===== src/fcm_pkg.sv =====
// Shared constants and types of the flash configuration master port.
package fcm_pkg;

  localparam int CLK_PERIOD_NS  = 20;
  localparam int RESTART_MIN_NS = 500;
  localparam int LINK_PERIOD_NS = 160;
  localparam logic [4:0] RESTART_MIN_CYC =
    5'((RESTART_MIN_NS + CLK_PERIOD_NS - 1) / CLK_PERIOD_NS);
  localparam logic [2:0] LINK_DIV_LAST =
    3'((LINK_PERIOD_NS / CLK_PERIOD_NS) - 1);
  localparam logic [7:0] CLEAR_CYC = 8'h3f;
  localparam logic [2:0] PH_RISE   = 3'h4;
  localparam logic [2:0] PH_FALL   = 3'h0;

  localparam logic [2:0] MODE_SPI   = 3'h1;
  localparam logic [1:0] MODE_BPI_HI = 2'h1;
  localparam logic [2:0] VS_FAST    = 3'h7;
  localparam logic [2:0] VS_READ    = 3'h5;
  localparam logic [7:0] CMD_READ   = 8'h03;
  localparam logic [7:0] CMD_FAST   = 8'h0b;
  localparam logic [1:0] DUMMY_FAST = 2'h1;
  localparam logic [1:0] DUMMY_READ = 2'h0;
  localparam logic [23:0] BPI_TOP   = 24'h0fffff;
  localparam logic [23:0] SPI_START = 24'h000000;

  localparam logic [7:0] REG_CTRL      = 8'h00;
  localparam logic [7:0] REG_OWN_LEN   = 8'h04;
  localparam logic [7:0] REG_CHAIN_LEN = 8'h08;
  localparam logic [7:0] REG_STATUS    = 8'h0c;
  localparam logic [7:0] REG_SUM       = 8'h10;

  localparam int CTRL_KEEP  = 0;
  localparam int CTRL_DESEL = 1;
  localparam logic [1:0]  CTRL_RST      = 2'h0;
  localparam logic [23:0] OWN_LEN_RST   = 24'h000100;
  localparam logic [23:0] CHAIN_LEN_RST = 24'h000000;

  localparam int STAT_STATE_LSB = 0;
  localparam int STAT_MODE_LSB  = 4;
  localparam int STAT_VS_LSB    = 8;
  localparam int STAT_DONE_BIT  = 12;
  localparam int STAT_FAULT_BIT = 13;

  typedef enum logic [3:0] {
    ST_CLEAR, ST_WAIT_INIT, ST_SAMPLE, ST_SPI_CMD, ST_SPI_ADDR,
    ST_SPI_DUMMY, ST_SPI_LOAD, ST_CHAIN, ST_BPI_LOAD, ST_DONE, ST_FAULT
  } fcm_state_type;

  typedef struct packed {
    logic       prog;
    logic       init;
    logic [2:0] mode;
    logic [2:0] vs;
    logic       io_pullup_disable;
    logic       miso;
    logic [7:0] data;
    logic       wr_n;
    logic       cs_n;
  } fcm_pins_type;

endpackage


===== src/fcm_shift_if.sv =====
// Carrier between the sequencer and the serial byte shifter.
interface fcm_shift_if;
  logic       tick_rise;
  logic       tick_fall;
  logic       go;
  logic [7:0] tx_byte;
  logic       miso;
  logic       busy;
  logic       done;
  logic [7:0] rx_byte;
  logic       rx_bit;
  logic       mosi;
  modport main  (output tick_rise, tick_fall, go, tx_byte, miso,
                 input busy, done, rx_byte, rx_bit, mosi);
  modport shift (input tick_rise, tick_fall, go, tx_byte, miso,
                 output busy, done, rx_byte, rx_bit, mosi);
endinterface


===== src/fcm_master.sv =====
// Master configuration port: serial and byte-wide flash loader with register slave.
//
// Summary of operation
// - Mode 001 selects serial flash master; config clock comes from own divider.
// - Variant select picks read command and dummy bytes; other codes are refused.
// - Supported reads are standard 0x03 and fast 0x0b.
// - Chain head forwards later data on chain data at config clock fall.
// - Program restart held low floats every configuration pin.
// - Pull-ups enabled while pull-up disable is low during configuration.
// - Mode pins sampled as init rises; user I/O after completion.
// - Byte-wide mode 01x: bit0 low counts up from 0, high down from 0xfffff.
// - Flash shared with processor: one boots, device reads the opposite end.
// - Write input is active-low write; readback only after completion with keep.
// - Chain select, config clock and busy stay driven during configuration.
// - PROM chip and output enables driven low throughout configuration.
// - After completion software can deselect the PROM; its pins turn user I/O.
// - After completion pins turn user I/O unless keep holds the parallel port.
// - Keep also reserves address lines 20 to 23.
// - Config complete held low while configuring, released on success.
// - Restart low at least 500 ns clears and restarts on release.
// - Init held low while clearing; external low makes the sequencer wait.
//
// Implementation choices: register access over Avalon-MM and the register offsets.
module fcm_master (
  input  wire logic        clk_in,
  input  wire logic        nrst_in,
  input  wire logic        program_restart_n_in,
  input  wire logic        init_status_n_in,
  input  wire logic [2:0]  config_mode_in,
  input  wire logic [2:0]  spi_variant_select_in,
  input  wire logic        io_pullup_disable_in,
  input  wire logic        parallel_write_n_in,
  input  wire logic        parallel_chip_select_n_in,
  input  wire logic        flash_miso_in,
  input  wire logic [7:0]  flash_data_in,
  input  wire logic [7:0]  avs_address_in,
  input  wire logic        avs_read_in,
  input  wire logic        avs_write_in,
  input  wire logic [31:0] avs_writedata_in,
  input  wire logic [3:0]  avs_byteenable_in,
  output logic [31:0]      avs_readdata_out,
  output logic             avs_waitrequest_out,
  output logic             init_status_n_out,
  output logic             init_status_n_oe_n_out,
  output logic             config_complete_out,
  output logic             config_complete_oe_n_out,
  output logic             config_clock_out,
  output logic             flash_select_n_out,
  output logic             flash_mosi_out,
  output logic             chain_data_out,
  output logic             chain_select_out_n_out,
  output logic             busy_out,
  output logic [23:0]      flash_address_out,
  output logic             prom_chip_enable_n_out,
  output logic             prom_output_enable_n_out,
  output logic             config_pins_oe_n_out,
  output logic             pullup_enable_out,
  output logic             user_io_out,
  output logic             keep_config_port_out,
  output logic             upper_address_reserved_out,
  output logic             readback_enable_out
);

  typedef struct packed {
    fcm_pkg::fcm_pins_type pm;
    fcm_pkg::fcm_pins_type ps;
    fcm_pkg::fcm_state_type st;
    logic [2:0]  phase;
    logic        config_clock;
    logic        tick_rise;
    logic        tick_fall;
    logic [4:0]  lowcnt;
    logic [7:0]  clrcnt;
    logic [2:0]  mode;
    logic [2:0]  vs;
    logic [1:0]  dummy;
    logic [23:0] cnt;
    logic [23:0] addr;
    logic [7:0]  sum;
    logic        go;
    logic [7:0]  tx;
    logic        cs_n;
    logic        chain_d;
    logic        chain_sel_n;
    logic        chain_end;
    logic        clk_on;
    logic        low;
    logic        cfg_oe_n;
    logic        done_oe_n;
    logic        init_oe_n;
    logic        pull_en;
    logic        ce_n;
    logic        keep_port;
    logic        user_io;
    logic        readback;
    logic [1:0]  ctrl;
    logic [23:0] own_len;
    logic [23:0] chain_len;
    logic        wait_r;
    logic [31:0] rdata;
  } fcm_main_type;

  fcm_main_type r_reg;
  fcm_main_type r_next;
  fcm_shift_if  sh ();

  fcm_shifter u_shift (
    .clk_in  (clk_in),
    .nrst_in (nrst_in),
    .sh      (sh)
  );

  function automatic logic [23:0] merge24(input logic [23:0] old, input logic [31:0] wd,
                                          input logic [3:0] be);
    logic [23:0] v;
    v = old;
    if (be[0]) v[7:0] = wd[7:0];
    if (be[1]) v[15:8] = wd[15:8];
    if (be[2]) v[23:16] = wd[23:16];
    return v;
  endfunction

  function automatic logic is_spi(input fcm_pkg::fcm_state_type s);
    return s inside {fcm_pkg::ST_SPI_CMD, fcm_pkg::ST_SPI_ADDR, fcm_pkg::ST_SPI_DUMMY,
                     fcm_pkg::ST_SPI_LOAD, fcm_pkg::ST_CHAIN};
  endfunction

  always_comb begin
    logic run;
    logic fin;
    run = is_spi(r_reg.st) || (r_reg.st == fcm_pkg::ST_BPI_LOAD);
    fin = 1'b0;
    r_next = r_reg;
    r_next.pm = {program_restart_n_in, init_status_n_in, config_mode_in, spi_variant_select_in,
                 io_pullup_disable_in, flash_miso_in, flash_data_in, parallel_write_n_in,
                 parallel_chip_select_n_in};
    r_next.ps = r_reg.pm;
    r_next.go = 1'b0;
    r_next.low = 1'b0;
    // Config clock is the system clock divided down; ticks mark its edges.
    r_next.phase = (r_reg.phase == fcm_pkg::LINK_DIV_LAST) ? 3'h0 : r_reg.phase + 3'h1;
    // The serial clock waits for the first presented bit, so the flash never counts a bit that was not sent.
    r_next.clk_on = is_spi(r_reg.st) && (r_reg.clk_on || (r_reg.tick_fall && sh.busy));
    r_next.config_clock = run && r_next.phase[2] && (r_reg.clk_on || (r_reg.st == fcm_pkg::ST_BPI_LOAD));
    r_next.tick_rise = run && (r_next.phase == fcm_pkg::PH_RISE);
    r_next.tick_fall = run && (r_next.phase == fcm_pkg::PH_FALL);

    unique case (r_reg.st)
      fcm_pkg::ST_CLEAR: begin
        if (r_reg.ps.prog) begin
          r_next.clrcnt = r_reg.clrcnt + 8'h01;
          if (r_reg.clrcnt == fcm_pkg::CLEAR_CYC) r_next.st = fcm_pkg::ST_WAIT_INIT;
        end
      end
      fcm_pkg::ST_WAIT_INIT: begin
        // A party holding init low keeps the sequencer here.
        if (r_reg.ps.init) begin
          r_next.mode = r_reg.ps.mode;
          r_next.vs = r_reg.ps.vs;
          r_next.st = fcm_pkg::ST_SAMPLE;
        end
      end
      fcm_pkg::ST_SAMPLE: begin
        r_next.cnt = 24'h000000;
        r_next.chain_end = 1'b0;
        if (r_reg.mode == fcm_pkg::MODE_SPI) begin
          r_next.addr = fcm_pkg::SPI_START;
          if (r_reg.vs == fcm_pkg::VS_FAST) begin
            r_next.tx = fcm_pkg::CMD_FAST;
            r_next.dummy = fcm_pkg::DUMMY_FAST;
            r_next.st = fcm_pkg::ST_SPI_CMD;
          end else if (r_reg.vs == fcm_pkg::VS_READ) begin
            r_next.tx = fcm_pkg::CMD_READ;
            r_next.dummy = fcm_pkg::DUMMY_READ;
            r_next.st = fcm_pkg::ST_SPI_CMD;
          end else begin
            r_next.st = fcm_pkg::ST_FAULT;
          end
        end else if (r_reg.mode[2:1] == fcm_pkg::MODE_BPI_HI) begin
          // Starting end is strapped so a processor can boot from the other end.
          r_next.addr = r_reg.mode[0] ? fcm_pkg::BPI_TOP : 24'h000000;
          // Entering just after a rise gives the first address a whole link period to settle.
          if (r_reg.phase == fcm_pkg::PH_RISE) r_next.st = fcm_pkg::ST_BPI_LOAD;
        end else begin
          r_next.st = fcm_pkg::ST_FAULT;
        end
      end
      fcm_pkg::ST_SPI_CMD, fcm_pkg::ST_SPI_ADDR, fcm_pkg::ST_SPI_DUMMY,
      fcm_pkg::ST_SPI_LOAD, fcm_pkg::ST_CHAIN: begin
        if (sh.done) begin
          r_next.cnt = r_reg.cnt + 24'h000001;
          r_next.tx = 8'h00;
          unique case (r_reg.st)
            fcm_pkg::ST_SPI_CMD: begin
              r_next.cnt = 24'h000000;
              r_next.tx = r_reg.addr[23:16];
              r_next.st = fcm_pkg::ST_SPI_ADDR;
            end
            fcm_pkg::ST_SPI_ADDR: begin
              r_next.addr = {r_reg.addr[15:0], 8'h00};
              r_next.tx = r_reg.addr[15:8];
              if (r_reg.cnt == 24'h000002) begin
                r_next.cnt = 24'h000000;
                r_next.tx = 8'h00;
                r_next.st = (r_reg.dummy != 2'h0) ? fcm_pkg::ST_SPI_DUMMY : fcm_pkg::ST_SPI_LOAD;
              end
            end
            fcm_pkg::ST_SPI_DUMMY: begin
              if (r_reg.cnt == 24'({r_reg.dummy - 2'h1})) begin
                r_next.cnt = 24'h000000;
                r_next.st = fcm_pkg::ST_SPI_LOAD;
              end
            end
            fcm_pkg::ST_SPI_LOAD: begin
              r_next.sum = r_reg.sum + sh.rx_byte;
              if (r_reg.cnt == r_reg.own_len - 24'h000001) begin
                r_next.cnt = 24'h000000;
                if (r_reg.chain_len != 24'h000000) r_next.st = fcm_pkg::ST_CHAIN;
                else fin = 1'b1;
              end
            end
            default: begin
              // The last chain bit still has to reach the chain output and see one more clock rise.
              if (r_reg.cnt == r_reg.chain_len - 24'h000001) r_next.chain_end = 1'b1;
            end
          endcase
        end else if (!sh.busy && !r_reg.go && !r_reg.chain_end) begin
          r_next.go = 1'b1;
        end
        if (r_reg.chain_end && r_reg.tick_rise) fin = 1'b1;
      end
      fcm_pkg::ST_BPI_LOAD: begin
        if (r_reg.tick_rise) begin
          r_next.sum = r_reg.sum + r_reg.ps.data;
          r_next.addr = r_reg.mode[0] ? r_reg.addr - 24'h000001 : r_reg.addr + 24'h000001;
          r_next.cnt = r_reg.cnt + 24'h000001;
          if (r_reg.cnt == r_reg.own_len - 24'h000001) fin = 1'b1;
        end
      end
      fcm_pkg::ST_DONE, fcm_pkg::ST_FAULT: begin
      end
      default: r_next.st = fcm_pkg::ST_FAULT;
    endcase
    if (fin) r_next.st = fcm_pkg::ST_DONE;

    // Chain bits come from the flash stream and change with the clock fall.
    if ((r_reg.st == fcm_pkg::ST_CHAIN) && r_next.tick_fall) r_next.chain_d = sh.rx_bit;

    // A short restart pulse only floats the pins; a long one restarts on release.
    if (!r_reg.ps.prog) begin
      if (r_reg.lowcnt != fcm_pkg::RESTART_MIN_CYC) r_next.lowcnt = r_reg.lowcnt + 5'h01;
    end else begin
      r_next.lowcnt = 5'h00;
      if (r_reg.lowcnt == fcm_pkg::RESTART_MIN_CYC) begin
        r_next.st = fcm_pkg::ST_CLEAR;
        r_next.clrcnt = 8'h00;
        r_next.sum = 8'h00;
        r_next.cnt = 24'h000000;
        r_next.chain_end = 1'b0;
      end
    end

    r_next.cs_n = !is_spi(r_next.st);
    r_next.chain_sel_n = (r_next.st != fcm_pkg::ST_CHAIN);
    r_next.init_oe_n = (r_next.st != fcm_pkg::ST_CLEAR);
    r_next.done_oe_n = (r_next.st == fcm_pkg::ST_DONE);
    r_next.ce_n = (r_next.st == fcm_pkg::ST_DONE) && r_reg.ctrl[fcm_pkg::CTRL_DESEL];
    r_next.pull_en = (r_next.st != fcm_pkg::ST_DONE) && !r_reg.ps.io_pullup_disable;
    r_next.keep_port = (r_next.st == fcm_pkg::ST_DONE) && r_reg.ctrl[fcm_pkg::CTRL_KEEP];
    r_next.user_io = (r_next.st == fcm_pkg::ST_DONE) && !r_reg.ctrl[fcm_pkg::CTRL_KEEP];
    r_next.cfg_oe_n = r_next.user_io;
    r_next.readback = r_next.keep_port && !r_reg.ps.cs_n && r_reg.ps.wr_n;
    if (!r_reg.ps.prog) begin
      r_next.cfg_oe_n = 1'b1;
      r_next.done_oe_n = 1'b1;
      r_next.init_oe_n = 1'b1;
    end

    // Each request is held one cycle with waitrequest high, then answered.
    r_next.wait_r = 1'b1;
    if ((avs_read_in || avs_write_in) && r_reg.wait_r) begin
      r_next.wait_r = 1'b0;
      r_next.rdata = 32'h00000000;
      unique case (avs_address_in)
        fcm_pkg::REG_CTRL: r_next.rdata[1:0] = r_reg.ctrl;
        fcm_pkg::REG_OWN_LEN: r_next.rdata[23:0] = r_reg.own_len;
        fcm_pkg::REG_CHAIN_LEN: r_next.rdata[23:0] = r_reg.chain_len;
        fcm_pkg::REG_STATUS: begin
          r_next.rdata[fcm_pkg::STAT_STATE_LSB +: 4] = r_reg.st;
          r_next.rdata[fcm_pkg::STAT_MODE_LSB +: 3] = r_reg.mode;
          r_next.rdata[fcm_pkg::STAT_VS_LSB +: 3] = r_reg.vs;
          r_next.rdata[fcm_pkg::STAT_DONE_BIT] = (r_reg.st == fcm_pkg::ST_DONE);
          r_next.rdata[fcm_pkg::STAT_FAULT_BIT] = (r_reg.st == fcm_pkg::ST_FAULT);
        end
        fcm_pkg::REG_SUM: r_next.rdata[7:0] = r_reg.sum;
        default: r_next.rdata = 32'h00000000;
      endcase
    end
    if (avs_write_in && !r_reg.wait_r) begin
      unique case (avs_address_in)
        fcm_pkg::REG_CTRL: begin
          if (avs_byteenable_in[0]) r_next.ctrl = avs_writedata_in[1:0];
        end
        fcm_pkg::REG_OWN_LEN:
          r_next.own_len = merge24(r_reg.own_len, avs_writedata_in, avs_byteenable_in);
        fcm_pkg::REG_CHAIN_LEN:
          r_next.chain_len = merge24(r_reg.chain_len, avs_writedata_in, avs_byteenable_in);
        default: r_next.wait_r = 1'b1;
      endcase
    end
  end

  always_ff @(posedge clk_in or negedge nrst_in) begin
    if (!nrst_in) begin
      r_reg <= '0;
      r_reg.st <= fcm_pkg::ST_CLEAR;
      r_reg.cs_n <= 1'b1;
      r_reg.chain_sel_n <= 1'b1;
      r_reg.ctrl <= fcm_pkg::CTRL_RST;
      r_reg.own_len <= fcm_pkg::OWN_LEN_RST;
      r_reg.chain_len <= fcm_pkg::CHAIN_LEN_RST;
      r_reg.wait_r <= 1'b1;
    end else begin
      r_reg <= r_next;
    end
  end

  assign sh.tick_rise = r_reg.tick_rise;
  assign sh.tick_fall = r_reg.tick_fall;
  assign sh.go        = r_reg.go;
  assign sh.tx_byte   = r_reg.tx;
  assign sh.miso      = r_reg.ps.miso;

  assign avs_readdata_out           = r_reg.rdata;
  assign avs_waitrequest_out        = r_reg.wait_r;
  assign init_status_n_out          = r_reg.low;
  assign init_status_n_oe_n_out     = r_reg.init_oe_n;
  assign config_complete_out        = r_reg.low;
  assign config_complete_oe_n_out   = r_reg.done_oe_n;
  assign config_clock_out           = r_reg.config_clock;
  assign flash_select_n_out         = r_reg.cs_n;
  assign flash_mosi_out             = sh.mosi;
  assign chain_data_out             = r_reg.chain_d;
  assign chain_select_out_n_out     = r_reg.chain_sel_n;
  assign busy_out                   = r_reg.low;
  assign flash_address_out          = r_reg.addr;
  assign prom_chip_enable_n_out     = r_reg.ce_n;
  assign prom_output_enable_n_out   = r_reg.low;
  assign config_pins_oe_n_out       = r_reg.cfg_oe_n;
  assign pullup_enable_out          = r_reg.pull_en;
  assign user_io_out                = r_reg.user_io;
  assign keep_config_port_out       = r_reg.keep_port;
  assign upper_address_reserved_out = r_reg.keep_port;
  assign readback_enable_out        = r_reg.readback;
endmodule


===== src/fcm_shifter.sv =====
// Serial flash byte shifter driven by config clock edge ticks.
module fcm_shifter (
  input  wire logic  clk_in,
  input  wire logic  nrst_in,
  fcm_shift_if.shift sh
);

  typedef struct packed {
    logic [7:0] tx;
    logic [7:0] rx;
    logic [2:0] cnt;
    logic       act;
    logic       pres;
    logic       done;
    logic       mosi;
    logic       bit_s;
  } fcm_shift_type;

  fcm_shift_type r_reg;
  fcm_shift_type r_next;

  always_comb begin
    r_next = r_reg;
    r_next.done = 1'b0;
    if (!r_reg.act) begin
      if (sh.go) begin
        r_next.act = 1'b1;
        r_next.tx = sh.tx_byte;
        r_next.cnt = 3'h0;
        r_next.pres = 1'b0;
      end
    end else begin
      // Bits leave on the falling edge so they are stable at the flash's rising-edge sample.
      if (sh.tick_fall && !r_reg.pres) begin
        r_next.mosi = r_reg.tx[7];
        r_next.tx = {r_reg.tx[6:0], 1'b0};
        r_next.pres = 1'b1;
      end
      if (sh.tick_rise && r_reg.pres) begin
        r_next.rx = {r_reg.rx[6:0], sh.miso};
        r_next.bit_s = sh.miso;
        r_next.pres = 1'b0;
        r_next.cnt = r_reg.cnt + 3'h1;
        if (r_reg.cnt == 3'h7) begin
          r_next.act = 1'b0;
          r_next.done = 1'b1;
        end
      end
    end
  end

  always_ff @(posedge clk_in or negedge nrst_in) begin
    if (!nrst_in) begin
      r_reg <= '0;
    end else begin
      r_reg <= r_next;
    end
  end

  assign sh.busy    = r_reg.act;
  assign sh.done    = r_reg.done;
  assign sh.rx_byte = r_reg.rx;
  assign sh.rx_bit  = r_reg.bit_s;
  assign sh.mosi    = r_reg.mosi;

endmodule


===== config.mk =====
export PLATFORM = sky130hd
export DESIGN_NAME = fcm_master
export DESIGN_NICKNAME = d
export VERILOG_FILES = /design/src/fcm_pkg.sv /design/src/fcm_shift_if.sv /design/src/fcm_master.sv /design/src/fcm_shifter.sv
export SDC_FILE = /design/constraint.sdc
export NUM_CORES = 1
export LEC_CHECK = 0
export ABC_AREA = 0
export BUFFER_PORTS_ARGS = -buffer_cell sky130_fd_sc_hd__buf_2
export CAP_MARGIN = 15
export CORE_ASPECT_RATIO = 0.75
export CORE_MARGIN = 4
export CORE_UTILIZATION = 55
export CTS_CLUSTER_DIAMETER = 150
export DETAILED_ROUTE_END_ITERATION = 10
export PLACE_DENSITY = 0.88
export RECOVER_POWER = 100
export SLEW_MARGIN = 30
export SYNTH_ARGS = -nofsm -noshare
export SYNTH_HDL_FRONTEND = slang
export SYNTH_HIERARCHICAL = 1
export SYNTH_SLANG_ARGS = --single-unit

===== constraint.sdc =====
create_clock -name clk_in -period 3.1 [get_ports clk_in]
set_clock_uncertainty 0.1 [all_clocks]
set_input_delay 0.31 -clock clk_in [delete_from_list [all_inputs] [get_ports clk_in]]
set_output_delay 0.31 -clock clk_in [all_outputs]
set_load 0.01 [all_outputs]

==> flow_metrics.tcl <==
set metrics [dict create \
    vias 14240 \
    ir_worst_vdd_mv 0.5460 \
    crit_slowest_cell "or4_4" \
    p_leak_nw 8.201 \
    place_congestion 0.9882 \
    drc_errors 0 \
    routed_wl_um 46540 \
    dp.cells 2095 \
    violations "capacitance limit, slew limit, setup timing" \
    slew_headroom_pct -11.42 \
    cp-startpoint "r_reg[63]$_DFFE_PN0P_" \
    ys_warn_count 6 \
    rr_endpoint "r_reg[146]$_DFF_PN0_" \
    portBuffers 121 \
    antennaDiodeCount 0 \
    grt_max_degree 111 \
    end_kind "register" \
    place_hpwl_um 32690 \
    drt-initial-drc-count 1681 \
    async_reset_ff_share_pct 100.0 \
    critical_path.endpoint "r_reg[146]$_DFF_PN0_" \
    overflow 0 \
    syn_area_um2 15240 \
    routedWlPerCell_um 21.19 \
    dieArea_um2 30460 \
    ctsLongestPathBuffers 3 \
    period_share_pct 102.6 \
    powerDensity_nw_per_um2 512.7 \
    fmax_mhz 314.3 \
    die_h_um 152.1 \
    fin_nets 1947 \
    final-setup-viol-count 8 \
    fp-row-count 52 \
    path_class "register to register" \
    die_w_um 200.2 \
    initial_core_util_pct 56.16 \
    max_stage_delay_ns 0.60 \
    synth_top_area_share_pct 39.75 \
    viasPerCell 6.485 \
    grt_pass1_vias 13270 \
    cts_max_level 1 \
    yosysMostFrequentCell "dfrtp_1" \
    cts_sinks 246 \
    cp.required_ns 3.43 \
    status "finished, violations left" \
    worstPathCellList "or4_4 > nor4_4 > xnor2_2 > nand2_1 > or4_4 > nor4_4 > o21ai_2 > a221o_1" \
    cts_made_buffers 25 \
    ys_seq_area_share_pct 40.44 \
    syn_avg_cell_area_um2 9.145 \
    synthTopCellsByArea "dfrtp_1, ha_1, mux2_2" \
    hold_ws_ns 0.06407 \
    clk_pin_slew_worst_paths_ns 0.07 \
    rsz0062_at_grt "true" \
    ys.flop_type "dfrtp_1" \
    cap_violations 2 \
    post-route-min-period_ns 3.182 \
    timing_hold_violations_final 0 \
    slew_violations 76 \
    pre_cts_ws_ns -0.1405 \
    regToRegSetupSlack_ns -0.08 \
    core_area_um2 27130 \
    ys_top_cells_by_count "dfrtp_1, nor2_1, nand2_1" \
    start_kind "register" \
    ant_nets 0 \
    grt_pass1_wl_um 72910 \
    clock_latency_ns 0.54 \
    cp_max_fo 4 \
    worst_slack_ns -0.08154 \
    arrival_ns 3.51 \
    rr_startpoint "r_reg[63]$_DFFE_PN0P_" \
    yosysTopAreaCell "dfrtp_1" \
    worstHoldPathType "primary input to register" \
    cts-root-buf "clkbuf_16" \
    synth_edf_count 0 \
    grt_antenna_before_repair 0 \
    final_cell_count_no_fill 2196 \
    drive_above_1_share_pct 19.19 \
    ios 143 \
    largest_reg_flops 130 \
    ys_ff_latch 246 \
    rr_worst_depth 8 \
    cts_tree "built" \
    syn_inst 1666 \
    synth.distinct_cells 89 \
    area_growth_syn_to_layout_pct 17.15 \
    grt_usage_pct 28.80 \
    firstDrtPassIters 6 \
    worstMarginPinSlew_ns 1.671 \
]
report_power, final:
part | internal, mW | switching, mW | leakage (nW)
logic | 0.896 | 1.34 | 4.58
registers | 3.48 | 0.392 | 3.23
clock network | 1.71 | 1.33 | 0.387
total | 6.09 | 3.06 | 8.20
cells in the final DEF, fill, tap and decap left out, types with 13 or more instances in the layout:
cell type,n
a22oi_1,18
nand3_1,58
o21ai_0,84
nor4_1,16
a21oi_1,77
and2_1,13
xnor2_1,55
dlygate4sd3_1,45
clkbuf_1,76
nor3_1,49
nand4_1,24
xor2_1,39
nand2_1,144
buf_2,59
inv_1,42
nor2b_1,15
a31oi_1,23
ha_1,48
a221oi_1,13
clkbuf_16,26
buf_4,105
and3_1,29
nor2_1,151
o31ai_1,18
dfrtp_1,236
a21o_1,15
mux2_2,52
how the worst min path moves through the flow:
stage	slack, ns	end	startpoint	depth (start not counted)
floorplan	-0.09	avs_readdata_out[0]$_DFFE_PN0P_	nrst_in	0
global placement	0.23	r_reg[194]$_DFF_PN0_	r_next[194]$_DFF_PN0_	0
detailed placement	0.23	r_reg[197]$_DFF_PN0_	r_next[197]$_DFF_PN0_	0
CTS	0.06	r_reg[82]$_DFFE_PN0P_	avs_byteenable_in[0]	3
global route	0.09	r_reg[82]$_DFFE_PN0P_	avs_byteenable_in[0]	3
finish	0.06	r_reg[82]$_DFFE_PN0P_	avs_byteenable_in[0]	3
layout make-up:
| type | count | area (um2) |
|---|---|---|
| Clock buffer | 33 | 675.6 |
| Sequential cell | 246 | 6168 |
| Fill cell | 2105 | 9283 |
| Timing Repair Buffer | 294 | 1976 |
| Inverter | 42 | 157.7 |
| Clock inverter | 12 | 132.6 |
| Multi-Input combinational cell | 1218 | 8299 |
| Tap cell | 351 | 439.2 |
logic make-up (layout without fill, tap and decap cells):
logic type / count (synthesis) / in the layout / share of synthesized area [%]
muxes: 66 / 66 / 4.780
other: 1 / 12 / 0.02461
adders and majority gates: 52 / 52 / 4.418
xor gates and xnor gates: 95 / 95 / 5.461
DFF: 246 / 246 / 40.44
buffers and inverters: 213 / 381 / 7.309
and+or+nand+nor: 598 / 598 / 20.14
AOI/OAI and AO/OA: 395 / 395 / 17.43
critical path, delay by kind of cell (launching register included):
| family | cells | cell delay (ns) |
|---|---|---|
| xor+xnor | 1 | 0.16 |
| compound gates | 2 | 0.50 |
| simple gates | 5 | 1.90 |
| flops | 1 | 0.41 |
per-stage QoR:
step	instance area (um2)	TNS [ns]	total power [mW]	util (%)
floorplan	15290	0	5.343	-
global placement	16300	-0.1280	5.942	60.07
detailed placement	16300	-1.347	6.039	60.07
CTS	17660	0	9.124	65.08
global route	17850	-1.070	9.546	65.79
finish	17850	-0.2376	9.151	65.79
per-layer routing:
layer / global-route usage (%) / share of wire [%] / up-vias
li1: - / - / 6300
met1: 45.17 / 44 / 6901
met2: 41.04 / 42 / 914
met3: 5.872 / 12 / 125
met4: 6.750 / 2.5 / 0
met5: 0 / 0 / -
timing repair:
item                                   CTS  global route
buffers inserted                         2             7
hold buffers                            45             0
setup endpoints to repair               24            44
endpoints found under the hold margin  175             0
gates cloned                             0             1
pin swaps                               12            17
gates resized for setup                 22            60
Power figures use the tool's default switching activity.
